**config.mk**
```make
export PLATFORM = sky130hd
export DESIGN_NAME = dmc_mem_cmd
export DESIGN_NICKNAME = d
export VERILOG_FILES = /design/src/dmc_pkg.sv /design/src/dmc_mem_cmd.sv
export SDC_FILE = /design/constraint.sdc
export NUM_CORES = 1
export LEC_CHECK = 0
export BUFFER_PORTS_ARGS = -buffer_cell sky130_fd_sc_hd__buf_2
export CAP_MARGIN = 20
export CORE_ASPECT_RATIO = 0.5
export CORE_UTILIZATION = 50
export CTS_CLUSTER_DIAMETER = 150
export DETAILED_ROUTE_END_ITERATION = 10
export GPL_TIMING_DRIVEN = 0
export PLACE_DENSITY = 0.82
export SYNTH_ARGS = -nofsm -noshare
export SYNTH_HDL_FRONTEND = slang
export SYNTH_SLANG_ARGS = --single-unit
export TNS_END_PERCENT = 100
```
**constraint.sdc**
```tcl
create_clock -name clk -period 3.2 [get_ports clk]
set_clock_uncertainty 0.15 [all_clocks]
set_input_delay 0.64 -clock clk [delete_from_list [all_inputs] [get_ports clk]]
set_output_delay 0.64 -clock clk [all_outputs]
set_load 0.05 [all_outputs]
```
**src/dmc_pkg.sv**
```systemverilog
/*
 debug memory-access command interpreter package: opcodes, frame states, memory request carriers.
 assumes one system clock and a byte stream already deserialised from the debug serial line.
*/
package dmc_pkg;
  localparam logic [7:0] OP_WR_PROG = 8'h0A;
  localparam logic [7:0] OP_RD_PROG = 8'h0B;
  localparam logic [7:0] OP_WR_DATA = 8'h0C;
  localparam logic [7:0] OP_RD_DATA = 8'h0D;
  localparam logic [7:0] BLANK_BYTE = 8'hFF;
  localparam int         ADDR_W     = 16;
  localparam int         CNT_W      = 17;

  typedef enum logic [2:0] {
    ST_OPCODE, ST_ADDR_HI, ST_ADDR_LO, ST_CNT_HI, ST_CNT_LO, ST_WRITE, ST_READ, ST_READ_WAIT
  } dmc_state_e;

  typedef struct packed {
    logic                  valid;
    logic                  wr;
    logic                  prog;
    logic [ADDR_W-1:0]     addr;
    logic [7:0]            wdata;
  } dmc_mem_req_s;
endpackage

```
**src/dmc_mem_cmd.sv**
```systemverilog
/*
 debug memory-access command interpreter: parses opcode, address, count frames from the
 debug serial line byte stream and issues program/data memory accesses.
 assumes memory answers a read with rd_valid a fixed or variable number of cycles later,
 and the byte transmitter accepts a byte when tx_ready is high.
*/
`timescale 1ns/1ps
`default_nettype none
// What this block does
// - a program memory write frame is taken whole but its data is dropped outside debug mode or under read protection.
// - a program memory read takes opcode 0BH, address and count high then low, and returns count bytes.
// - the byte count selects 1 to 65536 bytes, a count of 0 meaning 65536.
// - a program memory read outside debug mode or under read protection returns FFH for each byte.
// - a data memory write takes opcode 0CH, address, count and data, dropping data outside debug mode or under protection.
// - a data memory read takes opcode 0DH, address and count, returning FFH only outside debug mode.
module dmc_mem_cmd (
  input  wire logic                    clk,
  input  wire logic                    srst,
  input  wire logic                    debug_mode,
  input  wire logic                    read_protect,
  input  wire logic                    rx_valid,
  input  wire logic [7:0]              rx_data,
  input  wire logic                    tx_ready,
  output logic                         tx_valid,
  output logic [7:0]                   tx_data,
  output dmc_pkg::dmc_mem_req_s        mem_req,
  input  wire logic                    mem_rd_valid,
  input  wire logic [7:0]              mem_rd_data,
  output logic                         busy
);
  dmc_pkg::dmc_state_e             state_q;
  logic [7:0]                      op_q;
  logic [dmc_pkg::ADDR_W-1:0]      addr_q;
  logic [dmc_pkg::CNT_W-1:0]       left_q;
  logic                            blank_q;

  function automatic logic is_known(input logic [7:0] op);
    is_known = (op == dmc_pkg::OP_WR_PROG) || (op == dmc_pkg::OP_RD_PROG) ||
               (op == dmc_pkg::OP_WR_DATA) || (op == dmc_pkg::OP_RD_DATA);
  endfunction

  // access refused: program memory needs debug and no protection, data memory reads need debug
  function automatic logic refused(input logic [7:0] op, input logic in_debug, input logic prot);
    refused = !in_debug || (prot && (op != dmc_pkg::OP_RD_DATA));
  endfunction

  wire logic is_prog = (op_q == dmc_pkg::OP_WR_PROG) || (op_q == dmc_pkg::OP_RD_PROG);
  wire logic is_rd   = (op_q == dmc_pkg::OP_RD_PROG) || (op_q == dmc_pkg::OP_RD_DATA);
  wire logic tx_free = !tx_valid || tx_ready;

  // frame sequencing
  always_ff @(posedge clk) begin
    if (srst) begin
      state_q <= dmc_pkg::ST_OPCODE;
      op_q    <= 8'h00;
      addr_q  <= 16'h0000;
      left_q  <= 17'h00000;
      blank_q <= 1'b0;
    end else begin
      case (state_q)
        dmc_pkg::ST_OPCODE: begin
          if (rx_valid && is_known(rx_data)) begin
            op_q    <= rx_data;
            state_q <= dmc_pkg::ST_ADDR_HI;
          end
        end
        dmc_pkg::ST_ADDR_HI: begin
          if (rx_valid) begin
            addr_q[15:8] <= rx_data;
            state_q      <= dmc_pkg::ST_ADDR_LO;
          end
        end
        dmc_pkg::ST_ADDR_LO: begin
          if (rx_valid) begin
            addr_q[7:0] <= rx_data;
            state_q     <= dmc_pkg::ST_CNT_HI;
          end
        end
        dmc_pkg::ST_CNT_HI: begin
          if (rx_valid) begin
            left_q[15:8] <= rx_data;
            state_q      <= dmc_pkg::ST_CNT_LO;
          end
        end
        dmc_pkg::ST_CNT_LO: begin
          if (rx_valid) begin
            left_q[7:0] <= rx_data;
            left_q[16]  <= (left_q[15:8] == 8'h00) && (rx_data == 8'h00);
            blank_q     <= refused(op_q, debug_mode, read_protect);
            state_q     <= is_rd ? dmc_pkg::ST_READ : dmc_pkg::ST_WRITE;
          end
        end
        dmc_pkg::ST_WRITE: begin
          if (rx_valid) begin
            addr_q <= addr_q + 16'h0001;
            left_q <= left_q - 17'h00001;
            if (left_q == 17'h00001)
              state_q <= dmc_pkg::ST_OPCODE;
          end
        end
        dmc_pkg::ST_READ: begin
          if (tx_free) begin
            state_q <= blank_q ? dmc_pkg::ST_READ : dmc_pkg::ST_READ_WAIT;
            if (blank_q) begin
              addr_q <= addr_q + 16'h0001;
              left_q <= left_q - 17'h00001;
              if (left_q == 17'h00001)
                state_q <= dmc_pkg::ST_OPCODE;
            end
          end
        end
        dmc_pkg::ST_READ_WAIT: begin
          if (mem_rd_valid) begin
            addr_q  <= addr_q + 16'h0001;
            left_q  <= left_q - 17'h00001;
            state_q <= (left_q == 17'h00001) ? dmc_pkg::ST_OPCODE : dmc_pkg::ST_READ;
          end
        end
        default: state_q <= dmc_pkg::ST_OPCODE;
      endcase
    end
  end

  // memory requests; writes under refusal are consumed but not issued
  always_ff @(posedge clk) begin
    if (srst) begin
      mem_req <= '0;
    end else begin
      mem_req.valid <= 1'b0;
      mem_req.prog  <= is_prog;
      mem_req.addr  <= addr_q;
      mem_req.wr    <= 1'b0;
      if (state_q == dmc_pkg::ST_WRITE && rx_valid && !blank_q) begin
        mem_req.valid <= 1'b1;
        mem_req.wr    <= 1'b1;
        mem_req.wdata <= rx_data;
      end else if (state_q == dmc_pkg::ST_READ && tx_free && !blank_q) begin
        mem_req.valid <= 1'b1;
      end
    end
  end

  // returned bytes
  always_ff @(posedge clk) begin
    if (srst) begin
      tx_valid <= 1'b0;
      tx_data  <= 8'h00;
    end else if (state_q == dmc_pkg::ST_READ && tx_free && blank_q) begin
      tx_valid <= 1'b1;
      tx_data  <= dmc_pkg::BLANK_BYTE;
    end else if (state_q == dmc_pkg::ST_READ_WAIT && mem_rd_valid) begin
      tx_valid <= 1'b1;
      tx_data  <= mem_rd_data;
    end else if (tx_ready) begin
      tx_valid <= 1'b0;
    end
  end

  always_ff @(posedge clk) begin
    if (srst)
      busy <= 1'b0;
    else
      busy <= (state_q != dmc_pkg::ST_OPCODE);
  end
endmodule // dmc_mem_cmd
`default_nettype wire

```
Word-level counts from Yosys, hierarchy flattened
Cells that the tools add are included.

word-level totals
  bits in registers = 82
  input port bits = 23
  output and inout bits = 37
  word-level logic and storage cells = 117

operators by class
  add/sub/neg operators = 2
  equal/unequal tests = 26
  muxes and demuxes = 38
  reduce and logical (&&, ||, !) cells = 36

operator list
  operator               number
  $pmux 8 s4             4
  $mux 17                4
  $mux 16                4
  $eq 8x4->1 const B     7
  $mux 3                 12
  $mux 8                 3
  $pmux 3 s8             1
  $reduce_and 6->1       4
  $ne 2x2->1 const B     10
  $eq 17x1->1 const B    1
  $sub 17x1->17 const B  1
  $add 16x1->16 const B  1
  $logic_not 8->1        2
  $reduce_bool 4->1      4
  $eq 3x3->1 const B     4
  $logic_and 1x1->1      9
  $reduce_and 9->1       1
  $mux 1                 8
  $ne 8x4->1 const B     1
  $logic_or 1x1->1       7
  $eq 3x2->1 const B     2
  $reduce_bool 3->1      2
  $pmux 1 s4             1
  $reduce_and 2->1       2
  5 further kinds        7

Depth between registers and ports, before layout
Gate-level depths: netlist (run 1).

  depth after elaboration = 7
  gate-level depth with buffers = 8
  mapped depth without buffers = 7

Worst setup path before layout (run 1)
OpenSTA, ideal clock, no wires.

  path type = input -> register
  from = in rx_valid
  to = reg state_q[2]
  library setup time = 0.131 ns
  arrival = 1.951 ns
  setup slack = 0.968 ns
  stages = 6
  buffers on the path = 1
  cells stage by stage = clkbuf_1 > nor4b_2 > nand4_2 > a21o_1 > o311ai_1 > o41ai_1

on the way
  word-level cells in the longest chain between the ends = 3

RTL lines
  what                            line               text
  start, declared                 dmc_mem_cmd.sv:21  input wire logic rx_valid,
  $logic_and 1x1->1               dmc_mem_cmd.sv:62  if (rx_valid && is_known(rx_data)) begin
  $ne 2x2->1 (no line)            --
  $reduce_and 9->1 (no line) (*)  --
  end signal, assigned            dmc_mem_cmd.sv:64  state_q <= dmc_pkg::ST_ADDR_HI;
  end signal, assigned            dmc_mem_cmd.sv:70  state_q <= dmc_pkg::ST_ADDR_LO;
  end signal, assigned            dmc_mem_cmd.sv:76  state_q <= dmc_pkg::ST_CNT_HI;
  end, declared                   dmc_mem_cmd.sv:31  dmc_pkg::dmc_state_e state_q;

Mark *: on every way between the ends. The rest lies on a longest branch, timed or not.
A chain may end at the register's enable or synchronous reset.

Worst setup path after layout (run 1)
  from = in rx_data[5]
  to = reg state_q[2]

on the way
  word-level cells in the longest chain between the ends = 7

RTL lines
  what                            line               text
  start, declared                 dmc_mem_cmd.sv:22  input wire logic [7:0] rx_data,
  $eq 8x4->1                      dmc_mem_cmd.sv:38  is_known = (op == dmc_pkg::OP_WR_PROG) || (op == dmc_pkg::OP_RD_PROG) ||
  $logic_or 1x1->1 (2 in series)  dmc_mem_cmd.sv:38
  $logic_or 1x1->1 (*)            dmc_mem_cmd.sv:39  (op == dmc_pkg::OP_WR_DATA) || (op == dmc_pkg::OP_RD_DATA);
  $logic_and 1x1->1 (*)           dmc_mem_cmd.sv:62
  $ne 2x2->1 (no line) (*)        --
  $reduce_and 9->1 (no line) (*)  --

Marked as above.

==> results.txt, run 1 <==
final hold vios = 0
num rows = 22
number of fill cells = 665
Die Width = 128 um
area grow syn2layout = 19.3%
Async S/R FF share, synth = 0%
synth warn = 0
Synth area leader = dfxtp_1
DRT Wirelength = 11100 um
maximum VDD drop = 0.000292 V
post-synthesis sequential area ratio = 41.5%
Worst-path clk slew = 0.06 ns
Mapped Cells = 483
top area cells in the synthesized netlist = dfxtp_1 41%, o21ai_0 4.8%, a21oi_1 4.3%, nor2_1 4.3%, nand2_1 4.1%
syn_area_per_cell = 8.20 um2
Final GP Congestion = 0.960
cts repair resizes = 0
Ports = 60
drt wl/cell = 16.7 um
Worst Hold Endpoint = tx_data[0]
DP HPWL = 7650 um
number of synthesized flops with an enable pin = 0
largest net degree at the start of global routing = 15
RSZ-0062 raised after global routing = no
met3 usage = 9.17%
Final Power = 0.00228 W
M2 GR Usage = 43.8%
cts hold-fix bufs = 0
Worst Max-Slew Pin Slew = 0.623 ns
DR vias/cell = 6.08
layout cells sized above 1 = 18.2%
setup tns final = 0 ns
Post-CTS Setup Inserts = 0
fin nets = 577
fin. max-slew vios = 0
HP Class = reg2reg
number of DRC markers in iteration 0 = 417
CTS Buf Count = 9
switch share = 20.8%
Max-Slew Margin vs Limit = 58.1%
Mapped Area = 3960 um2
R2R Path End = left_q[8]
CTS tree = built
number of port buffers = 57
vias in the first global route = 3588
P_sw = 0.000473 W
total grt overflow = 0
Total GRT Usage = 28.1%
Most used DFF post-synth = dfxtp_1
Num Clock Sinks = 82
core region area = 7490 um2
CTS Buffer Depth = 2
Startpoint Class = input pin
Starting Density = 52.9%
Worst path slowest cell = nor4_1
antenna diode count = 0
setup violators final = 0
DRC = 0
Max-Cap Viols = 0
pwr/cell area = 483 nW/um2
Synth Net Count = 509
root buf cell = clkbuf_16
Synth cell types = 55
final core occ = 63.1%
die area = 8300 um2
Gate power share = 3.7%
GRT busiest layer = met2
Final Cycle Share = 74.4%
FF+latch count, synth = 82
FF-to-FF path depth = 8
Min-Delay Path Depth = 2
WP data required = 3.26 ns
CP Capture Type = register
Hold Crit Start = tx_data[0]
top-area cell type share of the netlist area = 41.5%
initial antenna violation count = 0
max incr delay on CP = 0.57 ns
post-route ant nets = 0
Max Fanout on Critical Path = 9
Sequential Power Share = 44.9%
hold_ws = 0.327 ns
critical path class = in2reg
Tmin final = 2.38 ns
worst-skew pair later-pin latency = 0.34 ns
Critical Path, Cell by Cell = buf_2, nor4_1, nand4_2, a21o_1, o311ai_1, o41ai_1
Die H = 64.9 um
grt met1 use = 36.4%
Int Pwr = 0.00181 W
Reg-to-Reg Start = state_q[1]
first drt pass iteration count = 5
# H-tree levels = 3
status = complete, no violations
cell leakage power = 1.81 nW
Buf/Inv on CP = 1
Critical Path AT = 2.44 ns
power share of the clock group = 51.5%
fmax = 0.420 GHz
vias = 4034
flop2flop setup slack = 0.84 ns
CP delay by family, top = simple AND/OR/NAND/NOR gates
global-route wire length before repair = 17900 um
==> cells in the mapped netlist, drive strengths merged, types with 2 or more instances <==
cell type	number
dfxtp	82
nor2	46
nand2	43
o21ai	39
a21oi	34
clkbuf	25
nand3	21
buf	15
nor2b	15
a31oi	14
nor3	14
mux2i	13
inv	12
nor4	11
and3	10
o22ai	7
a211oi	6
a21o	5
nor3b	5
o41ai	5
a221oi	4
a31o	4
and2	4
and4	4
nand2b	4
o21a	4
or3	4
a32o	3
ha	3
nand4	3
a2111oi	2
a311oi	2
a41o	2
nor4b	2
o31ai	2
or3b	2
or4	2
xor2	2
==> how the worst max path moves through the flow <==
stage / startpoint / endpoint / cells after the start
finish: rx_data[5] / state_q[2] / 6
global route: state_q[1] / left_q[8] / 8
CTS: rx_data[5] / state_q[2] / 6
detailed placement: rx_data[5] / state_q[2] / 6
global placement: rx_data[5] / state_q[2] / 6
floorplan: rx_valid / state_q[2] / 6
==> kinds of logic after synthesis <==
| group | share of synthesized area [%] |
|---|---|
| AND/OR/NAND/NOR | 25.9 |
| AO/OA/AOI/OAI | 22.1 |
| flip-flops | 41.5 |
| buffers and inverters | 5.62 |
| multiplexers | 3.57 |
| adder cells (fa/ha/maj) | 0.948 |
| XOR/XNOR | 0.442 |
==> worst reg2reg max path: stages, from the launching register on <==
cell and delay [ns]:
dfxtp_1 0.30, clkbuf_1 0.19, o21ai_1 0.44, buf_2 0.30
buf_1 0.46, nand2_1 0.13, o41ai_1 0.09, nand2_1 0.10
a21oi_1 0.14
==> registers in the layout, indices dropped and copies added (netlist names) <==
register and cells:
busy 1, op_q 8, addr_q 16, blank_q 1
state_q 3, left_q 17, tx_valid 1, tx_data 8
mem_req 27
==> layer usage <==
metal | vias to the layer above | share of wire, %
met1 | 1874 | 43
met2 | 241 | 45
met5 | - | 0
met4 | 0 | 2.1
met3 | 28 | 11
li1 | 1891 | -
==> layout by cell type, fill, tap and decap left out, drive strengths merged, types with 3 or more instances in the layout <==
| cell type | n |
|---|---|
| dfxtp | 82 |
| buf | 72 |
| nor2 | 46 |
| nand2 | 43 |
| o21ai | 39 |
| a21oi | 34 |
| clkbuf | 34 |
| nand3 | 21 |
| nor2b | 15 |
| a31oi | 14 |
| nor3 | 14 |
| mux2i | 13 |
| inv | 12 |
| nor4 | 11 |
| and3 | 10 |
| o22ai | 7 |
| a211oi | 6 |
| a21o | 5 |
| o41ai | 5 |
| nor3b | 5 |
| o21a | 4 |
| nand2b | 4 |
| or3 | 4 |
| and2 | 4 |
| and4 | 4 |
| a31o | 4 |
| a221oi | 4 |
| a32o | 3 |
| ha | 3 |
| clkinvlp | 3 |
| bufinv | 3 |
| nand4 | 3 |
==> final cells by class <==
class / instances / area [um2] / share of cell area, %
sequential: 82 / 1640 / 34.8
timing repair buffer: 57 / 285 / 6.04
inverter: 12 / 45.0 / 0.954
buffer: 40 / 178 / 3.76
tap: 108 / 135 / 2.86
clock inverter: 7 / 118 / 2.49
multi-input combinational: 349 / 2100 / 44.4
clock buffer: 9 / 225 / 4.77
==> power groups by stage <==
| stage | sequential, W | combinational (W) | clock [W] |
|---|---|---|---|
| 2_1_floorplan | 0.00105 | 0.0000390 | 0 |
| 3_3_place_gp | 0.00105 | 0.0000795 | 0 |
| 3_5_place_dp | 0.00105 | 0.0000793 | 0 |
| 4_1_cts | 0.00102 | 0.0000807 | 0.00118 |
| 5_1_grt | 0.00102 | 0.0000887 | 0.00123 |
| 6_report | 0.00102 | 0.0000838 | 0.00117 |
==> per-stage QoR <==
| step | setup WS (ns) | area, um2 | std cells |
|---|---|---|---|
| after global routing | 0.712 | 4720 | 664 |
| after floorplan | 0.968 | 3960 | 483 |
| after global placement | 0.492 | 4380 | 648 |
| after CTS | 0.841 | 4720 | 664 |
| after detailed placement | 0.502 | 4380 | 648 |
| final | 0.820 | 4720 | 664 |
Power figures use the tool's default switching activity.
==> run 2: changes to the inputs <==
--- a/config.mk
+++ b/config.mk
@@ -12,7 +12,7 @@
 export CTS_CLUSTER_DIAMETER = 150
 export DETAILED_ROUTE_END_ITERATION = 10
 export GPL_TIMING_DRIVEN = 0
-export PLACE_DENSITY = 0.82
+export PLACE_DENSITY = 0.85
 export SYNTH_ARGS = -nofsm -noshare
 export SYNTH_HDL_FRONTEND = slang
 export SYNTH_SLANG_ARGS = --single-unit
==> constraint.sdc (replaced) <==
create_clock -name clk -period 1.9 [get_ports clk]
set_clock_uncertainty 0.15 [all_clocks]
set_input_delay 0.38 -clock clk [delete_from_list [all_inputs] [get_ports clk]]
set_output_delay 0.38 -clock clk [all_outputs]
set_load 0.05 [all_outputs]
==> results.txt, run 2 (same netlist as run 1, synthesis figures left out) <==
vias = 4171
num rows = 22
Multi-input gate area = 2310 um2
RSZ-0062 raised after global routing = yes
CTS tree = built
setup tns final = -0.275 ns
status = finished with violations
CTS Buffer Depth = 2
worst-skew pair later-pin latency = 0.34 ns
Final Cycle Share = 103%
Largest register FFs = 27
Tmin final = 1.95 ns
number of DRC markers in iteration 0 = 619
HP Class = in2reg
pwr/cell area = 719 nW/um2
Worst Max-Slew Pin Slew = 0.717 ns
area grow syn2layout = 28.1%
Final WS setup = -0.0544 ns
critical path class = reg2reg
core region area = 7490 um2
Worst-path clk slew = 0.06 ns
die area = 8300 um2
setup violators final = 8
vias in the first global route = 3652
post-route cell area = 5070 um2
number of fill cells = 590
Total GRT Usage = 29.5%
Max-Slew Margin vs Limit = 52.2%
root buf cell = clkbuf_16
post-route ant nets = 0
fin nets = 583
FF-to-FF path depth = 7
failing checks = negative setup slack
Max-Cap Viols = 0
Max Fanout on Critical Path = 5
register area = 1660 um2
cell leakage power = 1.97 nW
Min-Delay Path Depth = 2
CTS Buf Count = 9
Critical Path AT = 2.08 ns
total grt overflow = 0
largest net degree at the start of global routing = 13
DRT Wirelength = 11900 um
Reg-to-Reg Start = left_q[0]
Num Clock Sinks = 82
fmax = 0.512 GHz
hold_ws = 0.0698 ns
register bank with the most flops = mem_req
Hold Crit Start = debug_mode
layout cells sized above 1 = 29.8%
antenna diode count = 0
Largest regs = mem_req x27, left_q x17, addr_q x16
final hold vios = 0
Startpoint Class = register
flop2flop setup slack = -0.05 ns
initial antenna violation count = 0
DRC = 0
maximum VDD drop = 0.000419 V
Die H = 64.9 um
# H-tree levels = 3
leading cell type in the layout, fill and taps excluded = dfxtp_1
Crit. Startpoint = left_q[0]
placed inst area = 4390 um2
Starting Density = 52.9%
number of port buffers = 57
DR vias/cell = 6.23
DP HPWL = 7750 um
most frequent cells in the layout = 71 x dfxtp_1, 61 x buf_2, 45 x nor2_1, 41 x nand2_1, 32 x a21oi_1
Final GP Congestion = 0.932
CP Capture Type = register
Ports = 60
first drt pass iteration count = 5
drt wl/cell = 17.7 um
global-route wire length before repair = 18600 um
WP data required = 2.02 ns
fin. max-slew vios = 0
Die Width = 128 um
[run 2: area by class of cell]
class | instances | share of cell area, %
buffer | 33 | 4.07
sequential | 82 | 32.7
inverter | 12 | 0.938
clock inverter | 2 | 0.691
multi-input combinational | 349 | 45.6
tap | 108 | 2.66
timing repair buffer | 70 | 7.94
clock buffer | 13 | 5.33
[run 2: where the power goes]
group,internal [W],switching [W]
logic,0.0000463,0.000101
clock network,0.00112,0.000661
registers,0.00172,0.00000212
[run 2: worst paths after layout]
path | to
min | blank_q
max reg2reg | left_q[12]
max | left_q[12]
min reg2reg | tx_data[3]
[run 2: what timing repair did]
| item | CTS | global route |
|---|---|---|
| hold buffers | 0 | 0 |
| endpoints found under the setup margin | 45 | 43 |
| setup buffers | 8 | 5 |
| gates resized for setup | 47 | 61 |
| hold endpoints to repair | 0 | 0 |
| pin swaps | 12 | 18 |
[run 2: worst max-delay path, stage by stage (launching register included)]
cell and delay [ns]:
dfxtp_2 0.35, inv_2 0.08, ha_4 0.13, or3b_4 0.43, buf_4 0.18, o41ai_1 0.26, a21oi_1 0.12, nor3_1 0.17
[run 2: per-layer routing]
layer  global-route usage [%]  up-vias  wire, um
li1                         -     1915         -
met5                        0        -         0
met2                     45.5      278      5320
met4                     14.0        0       363
met3                     8.34       41      1330
met1                     38.3     1937      4870
[run 2: metrics by stage]
stage	total power [W]	worst slack, ns	util [%]	instances
after floorplan	0.00183	-0.00352	-	483
after global placement	0.00190	-0.554	58.6	648
after detailed placement	0.00190	-0.557	58.6	648
after CTS	0.00365	-0.0346	65.0	666
after global routing	0.00374	-0.109	67.7	669
final	0.00365	-0.0544	67.7	669
